**src/logic/admc_params.svh**
```systemverilog
// admc_params.svh: offsets, field positions, reset values and timing counts
// of the analog die mode controller.
// assumes a 200 MHz base clock; included by the package and the controller.
`ifndef ADMC_PARAMS_SVH
`define ADMC_PARAMS_SVH

// clock and times, each in its own unit
`define ADMC_CLK_PERIOD_PS 5000
`define ADMC_T_RST_NS      20000
`define ADMC_T_VTO_NS      200000
// reset hold is a least time (round up), timeout a longest time (round down)
`define ADMC_RST_CYCLES ((`ADMC_T_RST_NS * 1000 + `ADMC_CLK_PERIOD_PS - 1) / `ADMC_CLK_PERIOD_PS)
`define ADMC_VTO_CYCLES ((`ADMC_T_VTO_NS * 1000) / `ADMC_CLK_PERIOD_PS)

// register placement in the global address space
`define ADMC_BASE_BLOCKING 16'h0200
`define ADMC_BASE_NONBLOCK 16'h0300
`define ADMC_OFS_MODE      16'h0016
`define ADMC_MODE_RST_VAL  2'h0

// mode field encodings
`define ADMC_MODE_WAKE   2'h0
`define ADMC_MODE_STOP   2'h1
`define ADMC_MODE_SLEEP  2'h2
`define ADMC_MODE_NORMAL 2'h3

// base clock cycles between wake source read and a stop command
`define ADMC_WSR_GAP 2'h2

// reset cause flag positions
`define ADMC_C_POR  0
`define ADMC_C_LVR  1
`define ADMC_C_IO_UNDERVOLTAGE_CAUSE 2
`define ADMC_C_WDR  3
`define ADMC_C_EXR  4
`define ADMC_C_WUR  5

// synchroniser lane positions
`define ADMC_SY_POR  0
`define ADMC_SY_CORE 1
`define ADMC_SY_IO   2
`define ADMC_SY_LVI  3
`define ADMC_SY_PIN  4
`define ADMC_SY_WKIN 5
`define ADMC_SY_LIN  6
`define ADMC_SY_FWU  7

`endif

```
**src/logic/admc_pkg.sv**
```systemverilog
// admc_pkg: types of the analog die mode controller.
// assumes admc_params.svh on the include path.
`include "admc_params.svh"

package admc_pkg;

    // operating modes, one-hot
    typedef enum logic [4:0] {
        ST_PDOWN  = 5'h01,
        ST_RESET  = 5'h02,
        ST_NORMAL = 5'h04,
        ST_STOP   = 5'h08,
        ST_SLEEP  = 5'h10
    } admc_mode_t;

    // register access from the die-to-die interface
    typedef struct packed {
        logic [15:0] addr;
        logic        wr;
        logic        rd;
        logic [7:0]  wdata;
    } admc_d2d_req_t;

    // per-function enables by mode
    typedef struct packed {
        logic sensor_supply;
        logic low_side_drivers;
        logic high_side_full;
        logic high_side_cyclic;
        logic adc;
        logic d2d;
        logic wake_inputs_full;
        logic wake_inputs_detect;
        logic low_voltage_port;
        logic lin_full;
        logic lin_wake_detect;
        logic watchdog;
        logic battery_sense;
        logic current_sense;
        logic cyclic_sense;
    } admc_gate_t;

    // whole controller state
    typedef struct packed {
        logic [7:0]  sync1;
        logic [7:0]  sync2;
        admc_mode_t  st;
        logic [1:0]  mode;
        logic [5:0]  cause;
        logic [15:0] hold_cnt;
        logic [23:0] vto_cnt;
        logic        pin_oe;
        logic [1:0]  drv_hist;
        logic        stop_block;
        logic [1:0]  gap_cnt;
        logic        wake_irq;
        logic        wd_windowed;
        logic        reg_on;
        logic        reg_full;
        admc_gate_t  gate;
        logic [7:0]  rdata;
    } admc_state_t;

endpackage : admc_pkg

```
**src/logic/admc_mode_ctrl.sv**
```systemverilog
// admc_mode_ctrl: operating mode controller of the analog companion die.
// assumes async analog comparator levels and wake detects on the inputs, and
// register accesses from the die-to-die interface on the same clock.
`timescale 1ns/1ps
`include "admc_params.svh"

module admc_mode_ctrl #(
    parameter int unsigned RST_CYCLES = `ADMC_RST_CYCLES,
    parameter int unsigned VTO_CYCLES = `ADMC_VTO_CYCLES
) (
    input  wire logic                   clock,
    input  wire logic                   arst_n,
    input  wire admc_pkg::admc_d2d_req_t d2d_req,
    input  wire logic                   wake_src_read,
    input  wire logic [5:0]             cause_clear,
    input  wire logic                   d2d_wake_cmd,
    input  wire logic                   watchdog_expired,
    input  wire logic                   watchdog_service,
    input  wire logic                   main_supply_ok,
    input  wire logic                   core_supply_ok,
    input  wire logic                   io_supply_ok,
    input  wire logic                   main_above_lvi,
    input  wire logic                   reset_pin_in,
    input  wire logic                   wake_inputs_event,
    input  wire logic                   lin_wake_event,
    input  wire logic                   forced_wake_event,
    output logic [7:0]                  d2d_rdata,
    output logic                        reset_pin_out,
    output logic                        reset_pin_oe,
    output logic                        regulators_on,
    output logic                        regulators_full_current,
    output admc_pkg::admc_gate_t        func_gate,
    output logic                        wake_irq,
    output logic                        watchdog_windowed,
    output admc_pkg::admc_mode_t        op_mode,
    output logic [5:0]                  reset_cause_register
);

    // refuse counts the state fields cannot hold
    if (RST_CYCLES < 1 || RST_CYCLES > 65535) begin : g_rst_chk
        $error("RST_CYCLES out of range");
    end
    if (VTO_CYCLES < 1 || VTO_CYCLES > 16777215) begin : g_vto_chk
        $error("VTO_CYCLES out of range");
    end

    // register hit at either base of the global address space
    function automatic logic reg_hit(input logic [15:0] addr, input logic [15:0] ofs);
        reg_hit = (addr == 16'(`ADMC_BASE_BLOCKING + ofs)) || (addr == 16'(`ADMC_BASE_NONBLOCK + ofs));
    endfunction : reg_hit

    admc_pkg::admc_state_t s_r;
    admc_pkg::admc_state_t s_nxt;

    logic por_ok;
    logic core_ok;
    logic io_ok;
    logic lvi_ok;
    logic pin_hi;
    logic wake_sleep;
    logic wake_stop;
    logic int_cause;
    logic vto_hit;
    logic wr_mode;
    logic [5:0] cause_set;

    // next state of the whole controller
    always_comb begin
        s_nxt = s_r;
        s_nxt.sync1 = {forced_wake_event, lin_wake_event, wake_inputs_event, reset_pin_in,
                       main_above_lvi, io_supply_ok, core_supply_ok, main_supply_ok};
        s_nxt.sync2 = s_r.sync1;
        por_ok  = s_r.sync2[`ADMC_SY_POR];
        core_ok = s_r.sync2[`ADMC_SY_CORE];
        io_ok   = s_r.sync2[`ADMC_SY_IO];
        lvi_ok  = s_r.sync2[`ADMC_SY_LVI];
        pin_hi  = s_r.sync2[`ADMC_SY_PIN];
        // interface command has no effect in sleep
        wake_sleep = s_r.sync2[`ADMC_SY_WKIN] | s_r.sync2[`ADMC_SY_LIN] | s_r.sync2[`ADMC_SY_FWU];
        wr_mode = d2d_req.wr && reg_hit(d2d_req.addr, `ADMC_OFS_MODE)
                  && (s_r.st == admc_pkg::ST_NORMAL || s_r.st == admc_pkg::ST_STOP);
        wake_stop = wake_sleep | d2d_wake_cmd
                    | (wr_mode && d2d_req.wdata[1:0] == `ADMC_MODE_WAKE);

        // reset causes
        cause_set = 6'h00;
        cause_set[`ADMC_C_POR] = (s_r.st == admc_pkg::ST_PDOWN) && por_ok;
        if (s_r.st == admc_pkg::ST_NORMAL || s_r.st == admc_pkg::ST_STOP) begin
            cause_set[`ADMC_C_LVR]  = !core_ok;
            cause_set[`ADMC_C_IO_UNDERVOLTAGE_CAUSE] = !io_ok;
        end
        cause_set[`ADMC_C_WDR] = watchdog_expired && s_r.st == admc_pkg::ST_NORMAL;
        // pin pulled low from outside, not by our own recent drive
        cause_set[`ADMC_C_EXR] = !pin_hi && !s_r.pin_oe && s_r.drv_hist == 2'h0
                                 && s_r.st != admc_pkg::ST_PDOWN && s_r.st != admc_pkg::ST_SLEEP;
        cause_set[`ADMC_C_WUR] = (s_r.st == admc_pkg::ST_SLEEP) && wake_sleep && por_ok;
        int_cause = (s_r.st == admc_pkg::ST_PDOWN) || cause_set[`ADMC_C_LVR] || cause_set[`ADMC_C_IO_UNDERVOLTAGE_CAUSE]
                    || cause_set[`ADMC_C_WDR] || cause_set[`ADMC_C_WUR]
                    || (s_r.st == admc_pkg::ST_RESET && (!core_ok || !io_ok));

        // sticky flags, a new cause wins over a clear
        s_nxt.cause = (s_r.cause & ~cause_clear) | cause_set;

        // reset pin hold after an internal cause ends
        if (int_cause) begin
            s_nxt.hold_cnt = 16'(RST_CYCLES);
        end else if (s_r.hold_cnt != 16'h0000) begin
            s_nxt.hold_cnt = s_r.hold_cnt - 16'h0001;
        end
        s_nxt.pin_oe   = int_cause || s_nxt.hold_cnt != 16'h0000;
        s_nxt.drv_hist = {s_r.drv_hist[0], s_r.pin_oe};

        // short-circuit timeout on either regulator output
        vto_hit = 1'b0;
        if ((!core_ok || !io_ok) && lvi_ok && (s_r.st == admc_pkg::ST_RESET
            || s_r.st == admc_pkg::ST_NORMAL || s_r.st == admc_pkg::ST_STOP)) begin
            s_nxt.vto_cnt = s_r.vto_cnt + 24'h00_0001;
            vto_hit = s_r.vto_cnt >= 24'(VTO_CYCLES);
        end else begin
            s_nxt.vto_cnt = 24'h00_0000;
        end

        // wake source read re-arms stop after the required gap
        if (s_r.gap_cnt != 2'h0) begin
            s_nxt.gap_cnt = s_r.gap_cnt - 2'h1;
        end
        if (wake_src_read) begin
            s_nxt.stop_block = 1'b0;
            s_nxt.gap_cnt    = `ADMC_WSR_GAP;
            s_nxt.wake_irq   = 1'b0;
        end
        if (wr_mode) begin
            s_nxt.mode = d2d_req.wdata[1:0];
        end
        if (watchdog_service && s_r.st == admc_pkg::ST_NORMAL) begin
            s_nxt.wd_windowed = 1'b1;
        end

        // mode sequencing
        case (s_r.st)
            admc_pkg::ST_PDOWN: begin
                if (por_ok) begin
                    s_nxt.st = admc_pkg::ST_RESET;
                end
            end
            admc_pkg::ST_RESET: begin
                s_nxt.mode = `ADMC_MODE_RST_VAL;
                if (vto_hit) begin
                    s_nxt.st = admc_pkg::ST_SLEEP;
                end else if (pin_hi && core_ok && io_ok && !s_r.pin_oe) begin
                    s_nxt.st          = admc_pkg::ST_NORMAL;
                    s_nxt.wd_windowed = 1'b0;
                end
            end
            admc_pkg::ST_NORMAL: begin
                if (vto_hit) begin
                    s_nxt.st = admc_pkg::ST_SLEEP;
                end else if (cause_set != 6'h00) begin
                    s_nxt.st = admc_pkg::ST_RESET;
                end else if (wr_mode && d2d_req.wdata[1:0] == `ADMC_MODE_STOP
                             && !s_r.stop_block && s_r.gap_cnt == 2'h0) begin
                    s_nxt.st = admc_pkg::ST_STOP;
                end else if (wr_mode && d2d_req.wdata[1:0] == `ADMC_MODE_SLEEP) begin
                    s_nxt.st = admc_pkg::ST_SLEEP;
                end
                // a 00 or 11 write here starts nothing
            end
            admc_pkg::ST_STOP: begin
                if (vto_hit) begin
                    s_nxt.st = admc_pkg::ST_SLEEP;
                end else if (cause_set != 6'h00) begin
                    s_nxt.st = admc_pkg::ST_RESET;
                end else if (wr_mode && d2d_req.wdata[1:0] == `ADMC_MODE_SLEEP) begin
                    s_nxt.st = admc_pkg::ST_SLEEP;
                end else if (wake_stop) begin
                    s_nxt.st         = admc_pkg::ST_NORMAL;
                    s_nxt.wake_irq   = 1'b1;
                    s_nxt.stop_block = 1'b1;
                end
            end
            admc_pkg::ST_SLEEP: begin
                if (cause_set[`ADMC_C_WUR]) begin
                    s_nxt.st = admc_pkg::ST_RESET;
                end
            end
            default: begin
                s_nxt.st = admc_pkg::ST_PDOWN;
            end
        endcase
        if (!por_ok) begin
            s_nxt.st = admc_pkg::ST_PDOWN;
        end

        // regulator control and function gating from the coming mode
        s_nxt.reg_on   = s_nxt.st != admc_pkg::ST_SLEEP && s_nxt.st != admc_pkg::ST_PDOWN;
        s_nxt.reg_full = s_nxt.st == admc_pkg::ST_RESET || s_nxt.st == admc_pkg::ST_NORMAL;
        s_nxt.gate = '0;
        if (s_nxt.st == admc_pkg::ST_NORMAL) begin
            s_nxt.gate = '1;
            s_nxt.gate.high_side_cyclic   = 1'b0;
            s_nxt.gate.wake_inputs_detect = 1'b0;
            s_nxt.gate.lin_wake_detect    = 1'b0;
            s_nxt.gate.cyclic_sense       = 1'b0;
        end else if (s_nxt.st == admc_pkg::ST_STOP || s_nxt.st == admc_pkg::ST_SLEEP) begin
            s_nxt.gate.high_side_cyclic   = 1'b1;
            s_nxt.gate.wake_inputs_detect = 1'b1;
            s_nxt.gate.lin_wake_detect    = 1'b1;
            s_nxt.gate.cyclic_sense       = 1'b1;
            s_nxt.gate.d2d                = s_nxt.st == admc_pkg::ST_STOP;
        end

        // register read answer, one cycle after the request
        s_nxt.rdata = 8'h00;
        if (d2d_req.rd && reg_hit(d2d_req.addr, `ADMC_OFS_MODE)) begin
            s_nxt.rdata = {6'h00, s_r.mode};
        end
    end

    // state register
    always_ff @(posedge clock or negedge arst_n) begin
        if (!arst_n) begin
            s_r <= '0;
            s_r.st <= admc_pkg::ST_PDOWN;
            s_r.mode <= `ADMC_MODE_RST_VAL;
            s_r.pin_oe <= 1'b1;
        end else begin
            s_r <= s_nxt;
        end
    end

    // outputs straight from the state register, reset pin data tied low
    assign d2d_rdata               = s_r.rdata;
    assign reset_pin_out           = 1'b0;
    assign reset_pin_oe            = s_r.pin_oe;
    assign regulators_on           = s_r.reg_on;
    assign regulators_full_current = s_r.reg_full;
    assign func_gate               = s_r.gate;
    assign wake_irq                = s_r.wake_irq;
    assign watchdog_windowed       = s_r.wd_windowed;
    assign op_mode                 = s_r.st;
    assign reset_cause_register    = s_r.cause;
endmodule : admc_mode_ctrl

```
**config.mk**
```make
export PLATFORM = sky130hd
export DESIGN_NAME = admc_mode_ctrl
export DESIGN_NICKNAME = d
export VERILOG_FILES = /design/src/logic/admc_pkg.sv /design/src/logic/admc_mode_ctrl.sv
export VERILOG_INCLUDE_DIRS = /design/src /design/src/logic
export SDC_FILE = /design/constraint.sdc
export NUM_CORES = 1
export LEC_CHECK = 0
export BUFFER_PORTS_ARGS = -buffer_cell sky130_fd_sc_hd__clkbuf_2
export CAP_MARGIN = 25
export CORE_UTILIZATION = 25
export DETAILED_ROUTE_END_ITERATION = 12
export GPL_ROUTABILITY_DRIVEN = 0
export HOLD_SLACK_MARGIN = 0.12
export RECOVER_POWER = 50
export SLEW_MARGIN = 15
export SYNTH_ARGS = -nofsm -noshare
export SYNTH_HDL_FRONTEND = slang
export SYNTH_SLANG_ARGS = --single-unit
```
**constraint.sdc**
```tcl
create_clock -name clock -period 4 [get_ports clock]
set_input_delay 0.4 -clock clock [delete_from_list [all_inputs] [get_ports clock]]
set_output_delay 0.4 -clock clock [all_outputs]
set_load 0.01 [all_outputs]
```
==> results of run 1 <==
## registers in the layout, summed over array words and instances (netlist names)
signal / cells
watchdog_windowed: 1
pin_hi: 1
op_mode: 5
core_ok: 1
wake_irq: 1
reset_cause_register: 6
s_r: 49
io_ok: 1
por_ok: 1
reset_pin_oe: 1
regulators_on: 1
regulators_full_current: 1
func_gate: 3
d2d_rdata: 2
s_nxt: 9
lvi_ok: 1
## cells in the mapped netlist, types with 3 or more instances
cell      number  area share, %
and4_1         4           0.81
and2_1         6           0.87
buf_4         35            6.1
nor3b_1        3           0.52
nor3_1        16            1.9
nor2_1        54            4.7
a31oi_1        3           0.43
nor4b_1        3           0.61
ha_1           5            1.4
o21ai_0       16            1.9
nor2b_1       10            1.4
nand4_1        7            1.0
nor4_1        11            1.6
a211o_1        3           0.61
or4_1          4           0.70
inv_1         19            1.7
o21a_1         3           0.52
o31ai_1        3           0.52
xnor2_1       14            2.8
dfrtp_1       82             48
nand3_1       27            3.1
clkbuf_1       8           0.70
or3_1          7            1.0
xor2_1        18            3.7
nand2b_1       3           0.43
buf_2          3           0.35
and3_1         4           0.58
nand2_1       24            2.1
a21oi_1        8           0.93
## through the flow
stage               utilization [%]  instances
floorplan                         -        449
global route                   30.0        713
global placement               27.9        694
CTS                            29.7        711
finish                         30.0        713
detailed placement             28.0        695
## cell type report
cell class	count	share of cell area (%)
flip-flops and latches	84	42.0
multi-input cells	300	37.2
clock buffers	10	4.57
inverters	19	1.42
repair buffers	74	7.92
clock inverters	6	1.30
well taps	220	5.50
## routing by layer
| layer | routed length (um) | up-vias | share of wire, % | global-route usage (%) |
|---|---|---|---|---|
| li1 | - | 1587 | - | - |
| met1 | 4220 | 1564 | 46 | 13.4 |
| met2 | 4420 | 96 | 48 | 17.8 |
| met3 | 439 | 6 | 4.8 | 3.23 |
| met4 | 80 | 0 | 0.87 | 4.99 |
| met5 | 0 | - | 0 | 0 |
## report_power, final
| group | total (W) | internal, W | switching [W] |
|---|---|---|---|
| Sequential | 0.000966 | 0.000909 | 0.0000570 |
| Clock | 0.000812 | 0.000483 | 0.000328 |
| Combinational | 0.000412 | 0.000162 | 0.000250 |
## logic make-up (layout without fill, tap and decap cells)
kind of cell               after synthesis  after routing
AOI/OAI and AO/OA                       57             57
xor gates and xnor gates                32             32
and+or+nand+nor                        198            198
other                                    1              7
adders and majority gates                5              5
muxes                                    1              1
buffers and inverters                   65            109
DFF                                     84             84
## placed cells by master (no fill, tap or decap), types with 10 or more instances in the layout
cell and instances:
clkbuf_2 70, dfrtp_1 82, inv_1 19, nand2_1 24
nand3_1 27, nor2_1 54, nor2b_1 10, nor3_1 16
nor4_1 11, o21ai_0 16, xnor2_1 14, xor2_1 18
## worst paths after layout
| kind | to | cells after the start | slack (ps) | from |
|---|---|---|---|---|
| worst max-delay path | reset_pin_oe | 8 | 1400 | s_r[57] |
| worst min-delay path | s_nxt[87] | 1 | 160 | core_supply_ok |
| worst max register to register | reset_pin_oe | 8 | 1400 | s_r[57] |
| worst min register to register | s_r[91] | 0 | 350 | s_nxt[91] |
| max in group asynchronous | s_r[92] | 3 | 1990 | arst_n |
| min in group asynchronous | reset_cause_register[4] | 2 | 1030 | arst_n |
## worst reg2reg max path, cell delays in order (launching register included)
cell and delay, ps:
dfrtp_1 400, inv_1 140, ha_1 180, nor3b_1 260
and3_1 570, and2_1 320, nand2_1 90, a2111oi_2 430
nand4_1 140
## timing repair
action,4_1_cts,5_1_grt
hold endpoints to repair,0,26
hold buffers,0,1
setup endpoints to repair,0,0
setup buffers,0,0
==> impl_metrics.tcl, run 1 <==
set metrics [dict create \
    outcome "finished with violations" \
    violations "max-capacitance violations, max-slew violations" \
    hold_violations 0 \
    final-setup-viol-count 0 \
    nNetsFinal 539 \
    synth_edf_count 0 \
    hold_path_class "primary input to flip-flop" \
    dr.pass1.iters 4 \
    power_density_mw_per_mm2 437 \
    core_mm2 0.0167 \
    synth_cell_types 63 \
    nFillCells 1741 \
    cts-htree-levels 3 \
    synth-seq-cells 84 \
    overflow 0 \
    vdd_drop_max_uv 229 \
    cts_made_buffers 9 \
    path_cells "inv_1 > ha_1 > nor3b_1 > and3_1 > and2_1 > nand2_1 > a2111oi_2 > nand4_1" \
    drtIter0Drc 161 \
    yosys.area_share.simple_pct 24.3 \
    seqCellArea_mm2 0.00210 \
    cp_max_fo 15 \
    fmax_mhz 385 \
    postCtsResizedCells 0 \
    fp.dieW_um 133 \
    worst-path-buf-inv 1 \
    worstMarginPinSlew_ps 1650 \
    synth_compound_area_share_pct 9.86 \
    drv_slew 29 \
    maxCapViolations 1 \
    synthesis.area_mm2 0.00432 \
    initial_core_util_pct 25.8 \
    finalPower_w 0.00219 \
    port_buffers 71 \
    rows 47 \
    final_layout_size_suffix_gt1_share_pct 20.1 \
    end_kind "flip-flop" \
    setup_slack_ps 1400 \
    cts-root-buf "clkbuf_16" \
    cts.sinks 84 \
    final_cell_area_mm2 0.00501 \
    fin_crit_sh_pct 64.9 \
    grt_max_degree 85 \
    syn_inst 443 \
    grt_first_pass_wirelength_um 15300 \
    synth.area.mux_share_pct 0.232 \
    num_antenna_cells 0 \
    grt_pass1_vias 3195 \
    fin_hold_ws_ps 164 \
    synth_warnings 0 \
    slew_headroom_pct -10.3 \
    dr_total_vias 3253 \
    pre_cts_ws_ps 1210 \
    cp.arrival_ps 2850 \
    skew_ps 7.74 \
    multiInputGateArea_mm2 0.00186 \
    critical-path-top-delay-family "simple AND/OR/NAND/NOR gates" \
    synthArstFlopShare_pct 100 \
    vias_per_cell 4.56 \
    routedWlPerCell_um 12.8 \
    critPathRequiredTime_ps 4250 \
    layout_min_cycle_time_ps 2600 \
    synth_fa_ha_area_share_pct 1.45 \
    slowest_delay_ps 570 \
    route.final.wire_length_um 9160 \
    placed_cell_area_mm2 0.00467 \
    clk_pin_slew_ps 60 \
    synth_area_per_cell_um2 9.74 \
    crit_slowest_cell "and3_1" \
    path_class "flip-flop to flip-flop" \
    grtUsageTotal_pct 11.0 \
    synth_top_family_by_area "simple AND/OR/NAND/NOR gates" \
    die_y_um 133 \
    area_delta_synth_final_pct 16.0 \
    drtAntennaViolNets 0 \
    insertion_delay_ps 340 \
    clock_path_buffers 2 \
    drc 0 \
    tritoncts "built" \
    start_kind "flip-flop" \
    yosysSeqAreaShare_pct 48.8 \
    io_pins 86 \
    hpwl_um 6700 \
    rsz0062_at_grt "false" \
    leakage_nw 2.14 \
    tns_ps 0 \
    ys.flop_type "dfrtp_1" \
    yosys.area_share.xor_xnor_pct 6.49 \
    antenna_found_initial 0 \
    die_area_mm2 0.0178 \
]
Power figures use the tool's default switching activity.
==> run 2: changes to the inputs <==
--- a/config.mk
+++ b/config.mk
@@ -6,6 +6,7 @@
 export SDC_FILE = /design/constraint.sdc
 export NUM_CORES = 1
 export LEC_CHECK = 0
+export ABC_AREA = 1
 export BUFFER_PORTS_ARGS = -buffer_cell sky130_fd_sc_hd__clkbuf_2
 export CAP_MARGIN = 25
 export CORE_UTILIZATION = 25
==> constraint.sdc (replaced) <==
create_clock -name clock -period 2.5 [get_ports clock]
set_input_delay 0.25 -clock clock [delete_from_list [all_inputs] [get_ports clock]]
set_output_delay 0.25 -clock clock [all_outputs]
set_load 0.01 [all_outputs]
==> impl_metrics.tcl, run 2 <==
set metrics [dict create \
    synth_fa_ha_area_share_pct 1.35 \
    synthesis.area_mm2 0.00465 \
    crit_slowest_cell "dfrtp_1" \
    rsz0062_at_grt "false" \
    end_kind "flip-flop" \
    synthArstFlopShare_pct 100 \
    drtAntennaViolNets 0 \
    final_cell_mix "nand2_1, inv_1, nor2_1" \
    drc 16 \
    cts-root-buf "clkbuf_16" \
    drtIter0Drc 164 \
    grtUsageTotal_pct 11.4 \
    synth-seq-cells 84 \
    clk_pin_slew_ps 70 \
    start_kind "flip-flop" \
    grt_pass1_vias 3723 \
    path_class "flip-flop to flip-flop" \
    drv_slew 0 \
    synth_area_per_cell_um2 7.84 \
    synth.top_cells.by_area "dfrtp_1, nand2_1, inv_1, nor2_1, buf_4" \
    reg2reg_setup_slack_ps 340 \
    route.final.wire_length_um 10000 \
    core_mm2 0.0181 \
    synth_edf_count 0 \
    grt_max_degree 46 \
    cts.sinks 84 \
    cts_made_buffers 9 \
    ys.flop_type "dfrtp_1" \
    tns_ps 0 \
    slowest_delay_ps 460 \
    yosysTopAreaCellShare_pct 44.1 \
    fin_hold_ws_ps 136 \
    antenna_found_initial 0 \
    syn_inst 593 \
    area_delta_synth_final_pct 17.9 \
    maxCapViolations 0 \
    vdd_drop_max_uv 316 \
    post-synth-top-count-cell "nand2_1" \
    hold_path_depth 3 \
    tritoncts "built" \
    yosysSeqAreaShare_pct 45.3 \
    cts_setup_buffers 0 \
    synth_compound_area_share_pct 6.91 \
    port_buffers 72 \
    num_antenna_cells 0 \
    slew_headroom_pct 26.6 \
    rows 49 \
    initial_core_util_pct 25.7 \
    top_register "s_r" \
    dr.pass1.iters 8 \
    synth.area.mux_share_pct 0 \
    fin_crit_sh_pct 86.5 \
    r2r-end "func_gate[9]" \
    dr_total_vias 3811 \
    fp.dieW_um 138 \
    worstMarginPinSlew_ps 1100 \
    path_cells "nor2_1 > nand3_2 > inv_2 > nor2_2 > nor2_4 > nand2_2 > nand2_1 > nor2_1 > nand2_2 > nand2_1 > nand2_1 > nand2_1 > nand2_2 > nand2_1" \
    leakage_nw 2.60 \
    largest_register_ffs 49 \
    die_y_um 138 \
    postCtsHoldBufs 16 \
    routedWlPerCell_um 11.2 \
    overflow 0 \
    final_layout_size_suffix_gt1_share_pct 16.3 \
    vias_per_cell 4.25 \
    yosys.area_share.simple_pct 30.1 \
    synth_top_family_by_area "simple AND/OR/NAND/NOR gates" \
    holdPathEnd "d2d_rdata[0]" \
    worst_path_most_repeated_cell "nand2_1" \
    regToRegStartpoint "op_mode[3]" \
    synth_cell_types 39 \
    synth_commonest_cells "nand2_1, inv_1, dfrtp_1, nor2_1, buf_4" \
    grt_first_pass_wirelength_um 17600 \
    final-setup-viol-count 0 \
    yosys.area_share.xor_xnor_pct 2.64 \
    synth_warnings 0 \
    synth_top_area_cell "dfrtp_1" \
    die_area_mm2 0.0192 \
    skew_ps 9.58 \
    hpwl_um 7880 \
    postCtsResizedCells 0 \
    insertion_delay_ps 340 \
    io_pins 86 \
    hold_start "d2d_req[8]" \
    violations "design-rule violations" \
    final_common_cell "nand2_1" \
    cp_max_fo 8 \
    r2r_cells 14 \
    cp.arrival_ps 2390 \
    outcome "finished with violations" \
    hold_path_class "primary input to flip-flop" \
    power_density_mw_per_mm2 630 \
    critPathRequiredTime_ps 2730 \
    fmax_mhz 463 \
    layout_min_cycle_time_ps 2160 \
    cts-htree-levels 3 \
    clock_path_buffers 2 \
    hold_violations 0 \
    nNetsFinal 714 \
]
[run 2: how the worst max path moves through the flow]
stage | startpoint | to
detailed placement | op_mode[4] | func_gate[9]
global placement | op_mode[4] | func_gate[9]
global route | op_mode[3] | regulators_full_current
finish | op_mode[3] | func_gate[9]
CTS | op_mode[4] | func_gate[9]
floorplan | s_r[33] | s_r[51]
[run 2: where the power goes]
group          total, W  internal, W  switching (W)
registers       0.00152      0.00145      0.0000685
clock network   0.00126     0.000706       0.000556
logic          0.000676     0.000242       0.000434
total           0.00346      0.00240        0.00106
[run 2: cell type report]
cell class / instances / area (um2)
repair buffers: 91 / 519
well taps: 229 / 287
flip-flops and latches: 84 / 2100
fillers: 1965 / 12600
clock buffers: 10 / 239
multi-input cells: 381 / 1930
inverters: 96 / 363
clock inverters: 6 / 46.3
[run 2: per-stage QoR]
stage          worst slack (ps)  cell area [um2]  utilization (%)  instances  total power [W]
2_1_floorplan               784             4670                -        599          0.00202
3_3_place_gp                400             5080             28.1        865          0.00220
3_5_place_dp                382             5080             28.1        865          0.00221
4_1_cts                     367             5530             30.6        897          0.00352
5_1_grt                     138             5490             30.3        897          0.00369
6_report                    338             5490             30.3        897          0.00346
[run 2: critical path: cells and delay by family (launching register included)]
family | cells | cell delay [ps]
simple gates | 13 | 1470
buf+inv | 1 | 130
flops | 1 | 460
[run 2: layer usage]
| layer | track usage, % | routed length [um] | up-vias | share of wire, % |
|---|---|---|---|---|
| li1 | - | - | 1980 | - |
| met1 | 14.6 | 4820 | 1751 | 48 |
| met2 | 18.9 | 4650 | 67 | 46 |
| met3 | 3.15 | 422 | 13 | 4.2 |
| met4 | 2.84 | 116 | 0 | 1.2 |
| met5 | 0 | 0 | - | 0 |
[run 2: cells by family after synthesis]
logic type / Yosys count
adders and majority gates: 5
AOI/OAI and AO/OA: 57
other: 1
xor gates and xnor gates: 14
and+or+nand+nor: 298
DFF: 84
buffers and inverters: 134
==> run 3: changes to the inputs <==
--- a/config.mk
+++ b/config.mk
@@ -7,14 +7,13 @@
 export NUM_CORES = 1
 export LEC_CHECK = 0
 export ABC_AREA = 1
-export BUFFER_PORTS_ARGS = -buffer_cell sky130_fd_sc_hd__clkbuf_2
 export CAP_MARGIN = 25
 export CORE_UTILIZATION = 25
 export DETAILED_ROUTE_END_ITERATION = 12
+export DONT_BUFFER_PORTS = 1
 export GPL_ROUTABILITY_DRIVEN = 0
 export HOLD_SLACK_MARGIN = 0.12
 export RECOVER_POWER = 50
-export SLEW_MARGIN = 15
 export SYNTH_ARGS = -nofsm -noshare
 export SYNTH_HDL_FRONTEND = slang
 export SYNTH_SLANG_ARGS = --single-unit
==> impl_metrics.tcl, run 3 (synthesized netlist as in run 2, its figures left out) <==
set metrics [dict create \
    hpwl_um 7620 \
    regToRegStartpoint "s_r[33]" \
    antenna_found_initial 1 \
    worst_path_most_repeated_cell "nor3_1" \
    rsz0062_at_grt "false" \
    vias_per_cell 4.33 \
    fp.dieW_um 138 \
    final_layout_size_suffix_gt1_share_pct 9.53 \
    crit_slowest_cell "dfrtp_1" \
    grt_max_degree 85 \
    slew_headroom_pct 23.6 \
    grtUsageTotal_pct 11.5 \
    hold_path_depth 2 \
    routedWlPerCell_um 12.3 \
    nNetsFinal 644 \
    fmax_mhz 477 \
    final-setup-viol-count 0 \
    cts-root-buf "clkbuf_16" \
    hold_start "d2d_req[0]" \
    critical-path-top-delay-family "simple AND/OR/NAND/NOR gates" \
    dr.pass1.iters 9 \
    holdPathEnd "s_r[79]" \
    drtIter0Drc 229 \
    port_buffers 0 \
    slowest_delay_ps 430 \
    path_cells "ha_1 > nand3_1 > nor3_1 > nand4_1 > nor3_1 > nand2_1 > nor3_1 > a211oi_1" \
    clk_pin_slew_ps 70 \
    insertion_delay_ps 350 \
    fin_crit_sh_pct 83.8 \
    io_pins 86 \
    cts-htree-levels 3 \
    skew_ps 13.4 \
    route.final.wire_length_um 10200 \
    dr_total_vias 3587 \
    start_kind "flip-flop" \
    die_area_mm2 0.0192 \
    end_kind "flip-flop" \
    power_density_mw_per_mm2 670 \
    largest_register_ffs 49 \
    use_met1_pct 14.3 \
    cts_made_buffers 9 \
    final_common_cell "nand2_1" \
    final_cells 828 \
    core_mm2 0.0181 \
    grt_first_pass_wirelength_um 17400 \
    violations "design-rule violations" \
    tns_ps 0 \
    die_y_um 138 \
    maxCapViolations 0 \
    cp.arrival_ps 2310 \
    grt_use_met2_pct 18.7 \
    leakage_nw 2.38 \
    vdd_drop_max_uv 339 \
    drv_slew 0 \
    busiest_layer "met2" \
    overflow 0 \
    area_delta_synth_final_pct 11.5 \
    cts.sinks 84 \
    layout_min_cycle_time_ps 2090 \
    hold_violations 0 \
    clock_path_buffers 2 \
    r2r_cells 8 \
    reg2reg_setup_slack_ps 410 \
    path_class "flip-flop to flip-flop" \
    tritoncts "built" \
    worstMarginPinSlew_ps 1150 \
    initial_core_util_pct 25.7 \
    final_cell_mix "nand2_1, inv_1, nor2_1" \
    drtAntennaViolNets 0 \
    outcome "finished with violations" \
    hold_path_class "primary input to flip-flop" \
    drc 16 \
    top_register "s_r" \
    grt_pass1_vias 3517 \
    met3_usage_pct 3.78 \
    rows 49 \
    dp_cells 792 \
    cp_max_fo 5 \
    critPathRequiredTime_ps 2720 \
    worst-path-buf-inv 0 \
    r2r-end "s_r[53]" \
]
run 3: area by class of cell:
class / instances / area [um2]
Antenna cell: 1 / 2.50
Clock buffer: 9 / 225
Clock inverter: 7 / 71.3
Fill cell: 1913 / 12900
Inverter: 96 / 363
Multi-Input combinational cell: 381 / 1930
Sequential cell: 84 / 2100
Tap cell: 229 / 287
Timing Repair Buffer: 21 / 203
run 3: per-layer routing:
| metal | part of all wire [%] | wire, um |
|---|---|---|
| met5 | 0 | 0 |
| met4 | 1.6 | 161 |
| met3 | 5.6 | 571 |
| met2 | 46 | 4640 |
| met1 | 47 | 4790 |
run 3: power breakdown:
part	total (W)	internal, W	switching (W)
Combinational	0.000621	0.000219	0.000402
Clock	0.00133	0.000708	0.000618
Sequential	0.00153	0.00145	0.0000777
run 3: timing repair:
action,in CTS,in global routing
hold endpoints to repair,106,0
hold buffers,19,0
buffers inserted,0,0
gates resized for setup,0,0
run 3: stage by stage:
stage	setup WS [ps]	hold slack (ps)	cell area [um2]	util [%]	power [W]
3_3_place_gp	410	-40.7	4700	26.0	0.00212
4_1_cts	389	121	5200	28.8	0.00353
5_1_grt	171	134	5180	28.7	0.00368
6_report	406	135	5180	28.7	0.00347
2_1_floorplan	784	-45.6	4670	-	0.00202
3_5_place_dp	401	-40.5	4700	26.0	0.00212
run 3: worst max path at each step:
stage              endpoint  depth (start not counted)        from  slack [ps]
5_1_grt             s_r[53]                          8     s_r[33]         170
3_5_place_dp   reset_pin_oe                         11  op_mode[0]         400
2_1_floorplan       s_r[51]                          8     s_r[33]         780
4_1_cts        reset_pin_oe                         12  op_mode[4]         390
6_report            s_r[53]                          8     s_r[33]         410
3_3_place_gp   reset_pin_oe                         12  op_mode[4]         410
